`src/hw/rbts_defs.vh`:
```
`ifndef RBTS_DEFS_VH
`define RBTS_DEFS_VH
// ----------------------------------------
// Command codes
// ----------------------------------------
`define RBTS_CMD_READ_BYTE   8'h96
`define RBTS_CMD_PTR_SELECT  8'hE1
`define RBTS_CMD_TRIPLET     8'h78
// ----------------------------------------
// Pointer codes
// ----------------------------------------
`define RBTS_PTR_STATUS      8'hF0
`define RBTS_PTR_DATA        8'hE1
// ----------------------------------------
// Status layout
// ----------------------------------------
`define RBTS_ST_BUSY_BIT     0
`define RBTS_ST_TRIP_LSB     5
`define RBTS_ADDR_BASE       6'h0C
`endif

```
`src/hw/rbts_cmd_seq.v`:
```
`timescale 1ns/100ps
`include "rbts_defs.vh"
// Functional notes
// - Pointer select to read data accepted while read-byte still runs.
// - While busy, new read-byte and triplet command codes are not acknowledged; pointer select still is.
// - Triplet result held in status once busy falls.
// - Serial clock is input only; never stretched.
// - Busy stays high through whole downstream operation, then clears.
// - Read-byte command code is 96h, first byte after write address.
// - Pointer select is E1h followed by a register-select parameter.
// - Every read byte returns the selected register.
module rbts_cmd_seq (
  // Clock and reset
  input  wire       clk,
  input  wire       rst_n,
  // Serial host pins
  input  wire       scl_in,
  input  wire       sda_in,
  output wire       sda_out,
  output wire       sda_oe,
  input  wire       addr_pin,
  // Downstream engine
  output reg        op_start,
  output reg  [1:0] op_kind,
  output reg        op_dir_bit,
  input  wire       op_done,
  input  wire [7:0] op_rdata,
  input  wire [2:0] op_trip,
  // Status view
  output wire       line_busy_flag
);
  // ----------------------------------------
  // States
  // ----------------------------------------
  localparam S_IDLE = 6'h01;
  localparam S_ADDR = 6'h02;
  localparam S_ACK  = 6'h04;
  localparam S_WR   = 6'h08;
  localparam S_RD   = 6'h10;
  localparam S_MACK = 6'h20;
  localparam K_RBYTE = 2'h1;
  localparam K_TRIP  = 2'h2;

  wire scl_rise;
  wire scl_fall;
  wire start_det;
  wire stop_det;
  wire sda_s;

  reg [5:0] state_r;
  reg [5:0] state_nxt;
  reg [7:0] shift_r;
  reg [3:0] bit_r;
  reg       rw_r;
  reg       ack_r;
  reg       drive_r;
  reg [1:0] byte_r;
  reg [7:0] cmd_r;
  reg [7:0] ptr_r;
  reg       busy_r;
  reg [7:0] data_r;
  reg [2:0] trip_r;
  reg       addr_cap_r;
  reg [1:0] addr_sync_r;

  rbts_i2c_rx u_rx (
    .clk       (clk),
    .rst_n     (rst_n),
    .scl_in    (scl_in),
    .sda_in    (sda_in),
    .scl_rise  (scl_rise),
    .scl_fall  (scl_fall),
    .start_det (start_det),
    .stop_det  (stop_det),
    .sda_s     (sda_s)
  );

  // Only SDA is ever driven; no SCL output exists
  assign sda_out        = 1'b0;
  assign sda_oe         = drive_r;
  assign line_busy_flag = busy_r;

  wire [7:0] status_w = {trip_r, 4'h0, busy_r};
  // Selected register returned on every read byte
  wire [7:0] rd_sel_w = (ptr_r == `RBTS_PTR_DATA) ? data_r : status_w;
  wire [7:0] rx_byte  = {shift_r[6:0], sda_s};

  // ----------------------------------------
  // Address strap, synchronised and resampled every clock
  // ----------------------------------------
  always @(posedge clk or negedge rst_n) begin
    if (!rst_n) begin
      addr_sync_r <= 2'h0;
      addr_cap_r  <= 1'b0;
    end else begin
      addr_sync_r <= {addr_sync_r[0], addr_pin};
      addr_cap_r  <= addr_sync_r[1];
    end
  end

  // ----------------------------------------
  // Byte framing
  // ----------------------------------------
  always @* begin
    state_nxt = state_r;
    case (state_r)
      S_IDLE:  state_nxt = S_IDLE;
      S_ADDR:  if (scl_fall && bit_r == 4'h8) state_nxt = S_ACK;
      S_ACK:   if (scl_fall) state_nxt = !ack_r ? S_IDLE : (rw_r ? S_RD : S_WR);
      S_WR:    if (scl_fall && bit_r == 4'h8) state_nxt = S_ACK;
      S_RD:    if (scl_fall && bit_r == 4'h8) state_nxt = S_MACK;
      S_MACK:  if (scl_fall) state_nxt = ack_r ? S_RD : S_IDLE;
      default: state_nxt = S_IDLE;
    endcase
    if (start_det)
      state_nxt = S_ADDR;
    else if (stop_det)
      state_nxt = S_IDLE;
  end

  always @(posedge clk or negedge rst_n) begin
    if (!rst_n) begin
      state_r    <= S_IDLE;
      shift_r    <= 8'h00;
      bit_r      <= 4'h0;
      rw_r       <= 1'b0;
      ack_r      <= 1'b0;
      drive_r    <= 1'b0;
      byte_r     <= 2'h0;
      cmd_r      <= 8'h00;
      ptr_r      <= `RBTS_PTR_STATUS;
      busy_r     <= 1'b0;
      data_r     <= 8'h00;
      trip_r     <= 3'h0;
      op_start   <= 1'b0;
      op_kind    <= 2'h0;
      op_dir_bit <= 1'b0;
    end else begin
      state_r  <= state_nxt;
      op_start <= 1'b0;
      // Busy holds until engine reports completion
      if (op_done && busy_r) begin
        busy_r <= 1'b0;
        if (op_kind == K_RBYTE)
          data_r <= op_rdata;
        if (op_kind == K_TRIP)
          trip_r <= op_trip;
      end
      if (start_det) begin
        bit_r   <= 4'h0;
        byte_r  <= 2'h0;
        drive_r <= 1'b0;
      end else if (stop_det) begin
        drive_r <= 1'b0;
      end else begin
        if (scl_rise && (state_r == S_ADDR || state_r == S_WR)) begin
          shift_r <= rx_byte;
          bit_r   <= bit_r + 4'h1;
        end
        if (scl_rise && state_r == S_MACK)
          ack_r <= ~sda_s;
        if (scl_fall) begin
          case (state_r)
            S_ADDR, S_WR: begin
              if (bit_r == 4'h8) begin
                bit_r <= 4'h0;
                if (state_r == S_ADDR) begin
                  rw_r    <= shift_r[0];
                  ack_r   <= (shift_r[7:1] == {`RBTS_ADDR_BASE, addr_cap_r});
                  drive_r <= (shift_r[7:1] == {`RBTS_ADDR_BASE, addr_cap_r});
                end else begin
                  ack_r   <= 1'b0;
                  drive_r <= 1'b0;
                  byte_r  <= (byte_r == 2'h3) ? byte_r : byte_r + 2'h1;
                  if (byte_r == 2'h0) begin
                    cmd_r <= shift_r;
                    // Read-byte and triplet codes refused while busy; pointer select always taken
                    if (shift_r == `RBTS_CMD_PTR_SELECT) begin
                      ack_r   <= 1'b1;
                      drive_r <= 1'b1;
                    end else if (!busy_r && shift_r == `RBTS_CMD_READ_BYTE) begin
                      ack_r    <= 1'b1;
                      drive_r  <= 1'b1;
                      busy_r   <= 1'b1;
                      op_start <= 1'b1;
                      op_kind  <= K_RBYTE;
                    end else if (!busy_r && shift_r == `RBTS_CMD_TRIPLET) begin
                      ack_r   <= 1'b1;
                      drive_r <= 1'b1;
                    end
                  end else if (byte_r == 2'h1 && cmd_r == `RBTS_CMD_PTR_SELECT &&
                               (shift_r == `RBTS_PTR_DATA || shift_r == `RBTS_PTR_STATUS)) begin
                    // Accepted even mid-operation, kept for later reads
                    ptr_r   <= shift_r;
                    ack_r   <= 1'b1;
                    drive_r <= 1'b1;
                  end else if (byte_r == 2'h1 && cmd_r == `RBTS_CMD_TRIPLET && !busy_r) begin
                    busy_r     <= 1'b1;
                    op_start   <= 1'b1;
                    op_kind    <= K_TRIP;
                    op_dir_bit <= shift_r[7];
                    ack_r      <= 1'b1;
                    drive_r    <= 1'b1;
                  end
                end
              end
            end
            S_ACK: begin
              drive_r <= 1'b0;
              if (ack_r && rw_r) begin
                shift_r <= rd_sel_w;
                drive_r <= ~rd_sel_w[7];
                bit_r   <= 4'h1;
              end
            end
            S_RD: begin
              if (bit_r == 4'h8) begin
                drive_r <= 1'b0;
              end else begin
                drive_r <= ~shift_r[~bit_r[2:0]];
                bit_r   <= bit_r + 4'h1;
              end
            end
            S_MACK: begin
              drive_r <= 1'b0;
              if (ack_r) begin
                shift_r <= rd_sel_w;
                drive_r <= ~rd_sel_w[7];
                bit_r   <= 4'h1;
              end
            end
            default: drive_r <= 1'b0;
          endcase
        end
      end
    end
  end
endmodule // rbts_cmd_seq

```
`src/hw/rbts_i2c_rx.v`:
```
`timescale 1ns/100ps
// ----------------------------------------
// Serial bus edge and condition detector
// ----------------------------------------
module rbts_i2c_rx (
  // Clock and reset
  input  wire clk,
  input  wire rst_n,
  // Pins
  input  wire scl_in,
  input  wire sda_in,
  // Events
  output reg  scl_rise,
  output reg  scl_fall,
  output reg  start_det,
  output reg  stop_det,
  output reg  sda_s
);
  reg [1:0] scl_sync_r;
  reg [1:0] sda_sync_r;
  reg       scl_d_r;
  reg       sda_d_r;
  always @(posedge clk or negedge rst_n) begin
    if (!rst_n) begin
      scl_sync_r <= 2'h3;
      sda_sync_r <= 2'h3;
      scl_d_r    <= 1'b1;
      sda_d_r    <= 1'b1;
      scl_rise   <= 1'b0;
      scl_fall   <= 1'b0;
      start_det  <= 1'b0;
      stop_det   <= 1'b0;
      sda_s      <= 1'b1;
    end else begin
      scl_sync_r <= {scl_sync_r[0], scl_in};
      sda_sync_r <= {sda_sync_r[0], sda_in};
      scl_d_r    <= scl_sync_r[1];
      sda_d_r    <= sda_sync_r[1];
      sda_s      <= sda_sync_r[1];
      scl_rise   <= scl_sync_r[1] & ~scl_d_r;
      scl_fall   <= ~scl_sync_r[1] & scl_d_r;
      start_det  <= scl_sync_r[1] & scl_d_r & sda_d_r & ~sda_sync_r[1];
      stop_det   <= scl_sync_r[1] & scl_d_r & ~sda_d_r & sda_sync_r[1];
    end
  end
endmodule // rbts_i2c_rx

```
`config.mk`:
```
export PLATFORM = sky130hd
export DESIGN_NAME = rbts_cmd_seq
export DESIGN_NICKNAME = d
export VERILOG_FILES = /design/src/hw/rbts_cmd_seq.v /design/src/hw/rbts_i2c_rx.v
export VERILOG_INCLUDE_DIRS = /design/src /design/src/hw
export SDC_FILE = /design/constraint.sdc
export NUM_CORES = 1
export LEC_CHECK = 0
export CORE_UTILIZATION = 68
export DETAILED_ROUTE_END_ITERATION = 6
export DONT_BUFFER_PORTS = 1
export GPL_ROUTABILITY_DRIVEN = 0
export GPL_TIMING_DRIVEN = 0
export PLACE_DENSITY = 0.84
export SLEW_MARGIN = 20
export SYNTH_ARGS = -nofsm -noshare
export SYNTH_HDL_FRONTEND = slang
export SYNTH_HIERARCHICAL = 1
export SYNTH_SLANG_ARGS = --single-unit
```
`constraint.sdc`:
```
create_clock -name clk -period 4.09 [get_ports clk]
set_clock_uncertainty 0.1 [all_clocks]
set_input_delay 0.409 -clock clk [delete_from_list [all_inputs] [get_ports clk]]
set_output_delay 0.409 -clock clk [all_outputs]
set_load 0.01 [all_outputs]
```
==> impl_metrics.env <==
export IMPL_status="complete, no violations"
export IMPL_grt_pass1_vias=2543
export IMPL_cts_max_level=3
export IMPL_synthCells=330
export IMPL_syn_nets=352
export IMPL_yosysWarnings=6
export IMPL_period_minus_slack_ns=2.75
export IMPL_cts_sinks=68
export IMPL_r2r_end="ptr_r[0]$_DFFE_PN0P_"
export IMPL_clk_path_buf_depth=2
export IMPL_tns_ns=0
export IMPL_hold_ws_ns=0.0438
export IMPL_hold_viol=0
export IMPL_routed_wirelength_mm=7.34
export IMPL_post_place_ws_ns=1.40
export IMPL_relSlewSlack_pct=54.9
export IMPL_synth_edf_count=0
export IMPL_peakVddDrop_uv=284
export IMPL_fmax_mhz=363
export IMPL_ant_nets=0
export IMPL_slowest_delay_ns=0.60
export IMPL_cts_hold_buf=5
export IMPL_cts_root_buffer="clkbuf_8"
export IMPL_critPathRequiredTime_ns=4.22
export IMPL_synth_yosys_seq_area_share_pct=49.1
export IMPL_clkLatencyLatePin_ns=0.35
export IMPL_hold_depth=1
export IMPL_cts_tree="built"
export IMPL_syn_area_mm2=0.00350
export IMPL_vias=2619
export IMPL_min_delay_path_class="in -> reg"
export IMPL_worst_slew_pin_slew_ns=0.672
export IMPL_grt_pass1_wl_mm=12.1
export IMPL_start_util_pct=72.1
export IMPL_route_detailed_drc=0
export IMPL_critPathSlowestCell="or4_4"
export IMPL_reg2reg_depth=9
export IMPL_area_delta_synth_final_pct=9.91
export IMPL_firstDrtPassIters=5
export IMPL_wire_per_inst_um=17.6
export IMPL_avgSynthCellArea_um2=10.6
export IMPL_synth_cell_types=64
export IMPL_gr_total_overflow=0
export IMPL_core_area_mm2=0.00485
export IMPL_grt_max_degree=69
export IMPL_synth_area_leader_cell="dfrtp_1"
export IMPL_worst_slack_ns=1.34
export IMPL_num_rows=25
export IMPL_layout_nets=368
export IMPL_min_from="op_done"
export IMPL_worst_ep_arrival_time_ns=2.89
export IMPL_setup_violations=0
export IMPL_pin_count=24
export IMPL_crit_path_end_kind="register"
export IMPL_drive_above_1_share_pct=23.1
export IMPL_leakagePower_nw=1.79
export IMPL_hpwl_mm=5.02
export IMPL_min_period_over_period_pct=67.3
export IMPL_antennaDiodeCount=0
export IMPL_grt_setup_unrepaired="no"
export IMPL_slew_viol_final=0
export IMPL_die_h_um=73.7
export IMPL_synthTopCellsByArea="dfrtp_1, dfstp_2, mux2_2"
export IMPL_viasPerCell=6.27
export IMPL_cts_buffers=9
export IMPL_antenna_found_initial=0
export IMPL_rr_startpoint="bit_r[0]$_DFFE_PN0N_"
export IMPL_grtUsageTotal_pct=30.6
export IMPL_cts_setup_buffers=0
export IMPL_reg2reg_slack_ns=1.34
export IMPL_critPathKind="reg -> reg"
export IMPL_ys_ff_latch=68
export IMPL_drt_iter0_markers=275
export IMPL_port_buffers=0
export IMPL_path_cells="buf_6 -> inv_1 -> ha_1 -> nand2_1 -> nor2_2 -> nand3_1 -> or4_4 -> nor2b_4 -> mux2_1"
export IMPL_async_flop_share_pct=100
export IMPL_ys_flop_type="dfrtp_1"
export IMPL_die_w_um=73.7
export IMPL_die_area_mm2=0.00543
export IMPL_powerDensity_mw_per_mm2=336
export IMPL_cap_viol_max_count=0
export IMPL_yosysTopAreaCellShare_pct=40.8
export IMPL_cts_resized=0
export IMPL_worstHoldEndpoint="line_busy_flag$_DFF_PN0_"
export IMPL_worstSetupStartpointType="register"
export IMPL_cp_max_fo=8
export IMPL_cts_clk_slew_worst_paths_ns=0.08
[power breakdown]
part / switching (mW) / total (mW) / internal (mW)
Sequential: 0.0124 / 0.699 / 0.687
Clock: 0.258 / 0.531 / 0.273
Combinational: 0.0379 / 0.0628 / 0.0248
Total: 0.308 / 1.29 / 0.984
[per-layer routing]
| layer | vias up | GRT usage (%) | routed length, um |
|---|---|---|---|
| li1 | 1204 | - | - |
| met3 | 19 | 7.41 | 413 |
| met2 | 92 | 49.7 | 3670 |
| met4 | 0 | 14.5 | 195 |
| met5 | - | 0 | 0 |
| met1 | 1304 | 38.7 | 3060 |
[logic make-up after synthesis]
logic type	synth area share, %
compound gates	11.7
xor+xnor	1.50
fa+ha+maj	1.79
buf+inv	4.51
flops	49.1
mux	10.2
other cells	0.107
simple gates	21.2
[worst max path at each step]
stage                                     from                      to  slack, ns  cells after the start
after global routing      bit_r[0]$_DFFE_PN0N_  op_kind[1]$_DFFE_PN0P_       1.21                      9
after CTS                 bit_r[0]$_DFFE_PN0N_    ptr_r[0]$_DFFE_PN0P_       1.35                      9
after detailed placement  bit_r[0]$_DFFE_PN0N_    ptr_r[0]$_DFFE_PN0P_       1.40                      9
after global placement    bit_r[0]$_DFFE_PN0N_    ptr_r[0]$_DFFE_PN0P_       1.45                      9
after floorplan           bit_r[0]$_DFFE_PN0N_    ptr_r[0]$_DFFE_PN0P_       1.69                      9
final                     bit_r[0]$_DFFE_PN0N_    ptr_r[0]$_DFFE_PN0P_       1.34                      9
[metrics by stage]
stage                     power (mW)  utilization [%]  instance area (um^2)  std cells
after floorplan                0.743                -                  3500        330
after global placement         0.753             73.8                  3580        397
after detailed placement       0.755             73.8                  3580        397
after CTS                       1.30             79.3                  3840        418
after global routing            1.33             79.3                  3840        418
final                           1.29             79.3                  3840        418
[cell usage in the layout (no fill, tap or decap), types with 4 or more instances in the layout]
master / instances
nor2b_1: 7
mux2i_1: 4
dfstp_2: 11
dfrtp_1: 57
nor3_1: 4
buf_2: 6
mux2_2: 22
o22ai_1: 7
nand3_1: 8
o21ai_0: 12
or2_2: 5
and3_1: 4
dlygate4sd3_1: 4
nor2_1: 30
ha_1: 5
a21oi_1: 23
clkbuf_1: 6
inv_1: 15
nand2_1: 20
nand4_1: 5
clkbuf_8: 12
nor4_1: 4
[worst max-delay path: cells and delay by family, from the launching register on]
kind	cells	cell delay, ns
adder cells (fa/ha/maj)	1	0.15
buffers and inverters	2	0.25
flip-flops	1	0.40
multiplexers	1	0.35
AND/OR/NAND/NOR	5	1.38
[layout make-up]
type,instances,area [um^2]
clock inverter,4,30.0
timing repair buffer,5,67.6
tap,67,83.8
inverter,15,56.3
multi-input combinational,230,1620
fill,298,1010
sequential,68,1720
clock buffer,12,165
buffer,17,101
[sequential cells by signal (all words and copies together) (netlist names), 3 cells and up]
register,cells
bit_r,4
cmd_r,8
data_r,8
ptr_r,8
shift_r,8
state_r,6
trip_r,3
[cell usage after synthesis (all sizes together), types with 4 or more instances]
| cell | instances |
|---|---|
| nor2 | 32 |
| ha | 5 |
| mux2i | 4 |
| nand2 | 20 |
| nor3 | 7 |
| buf | 11 |
| dfstp | 11 |
| dfrtp | 57 |
| and3 | 4 |
| nor2b | 8 |
| nand4 | 5 |
| o22ai | 7 |
| nand3 | 8 |
| a21oi | 24 |
| o21ai | 13 |
| or2 | 5 |
| inv | 15 |
| mux2 | 24 |
| clkbuf | 6 |
| nor4 | 6 |
No activity file was read; power rests on OpenSTA's default activity.
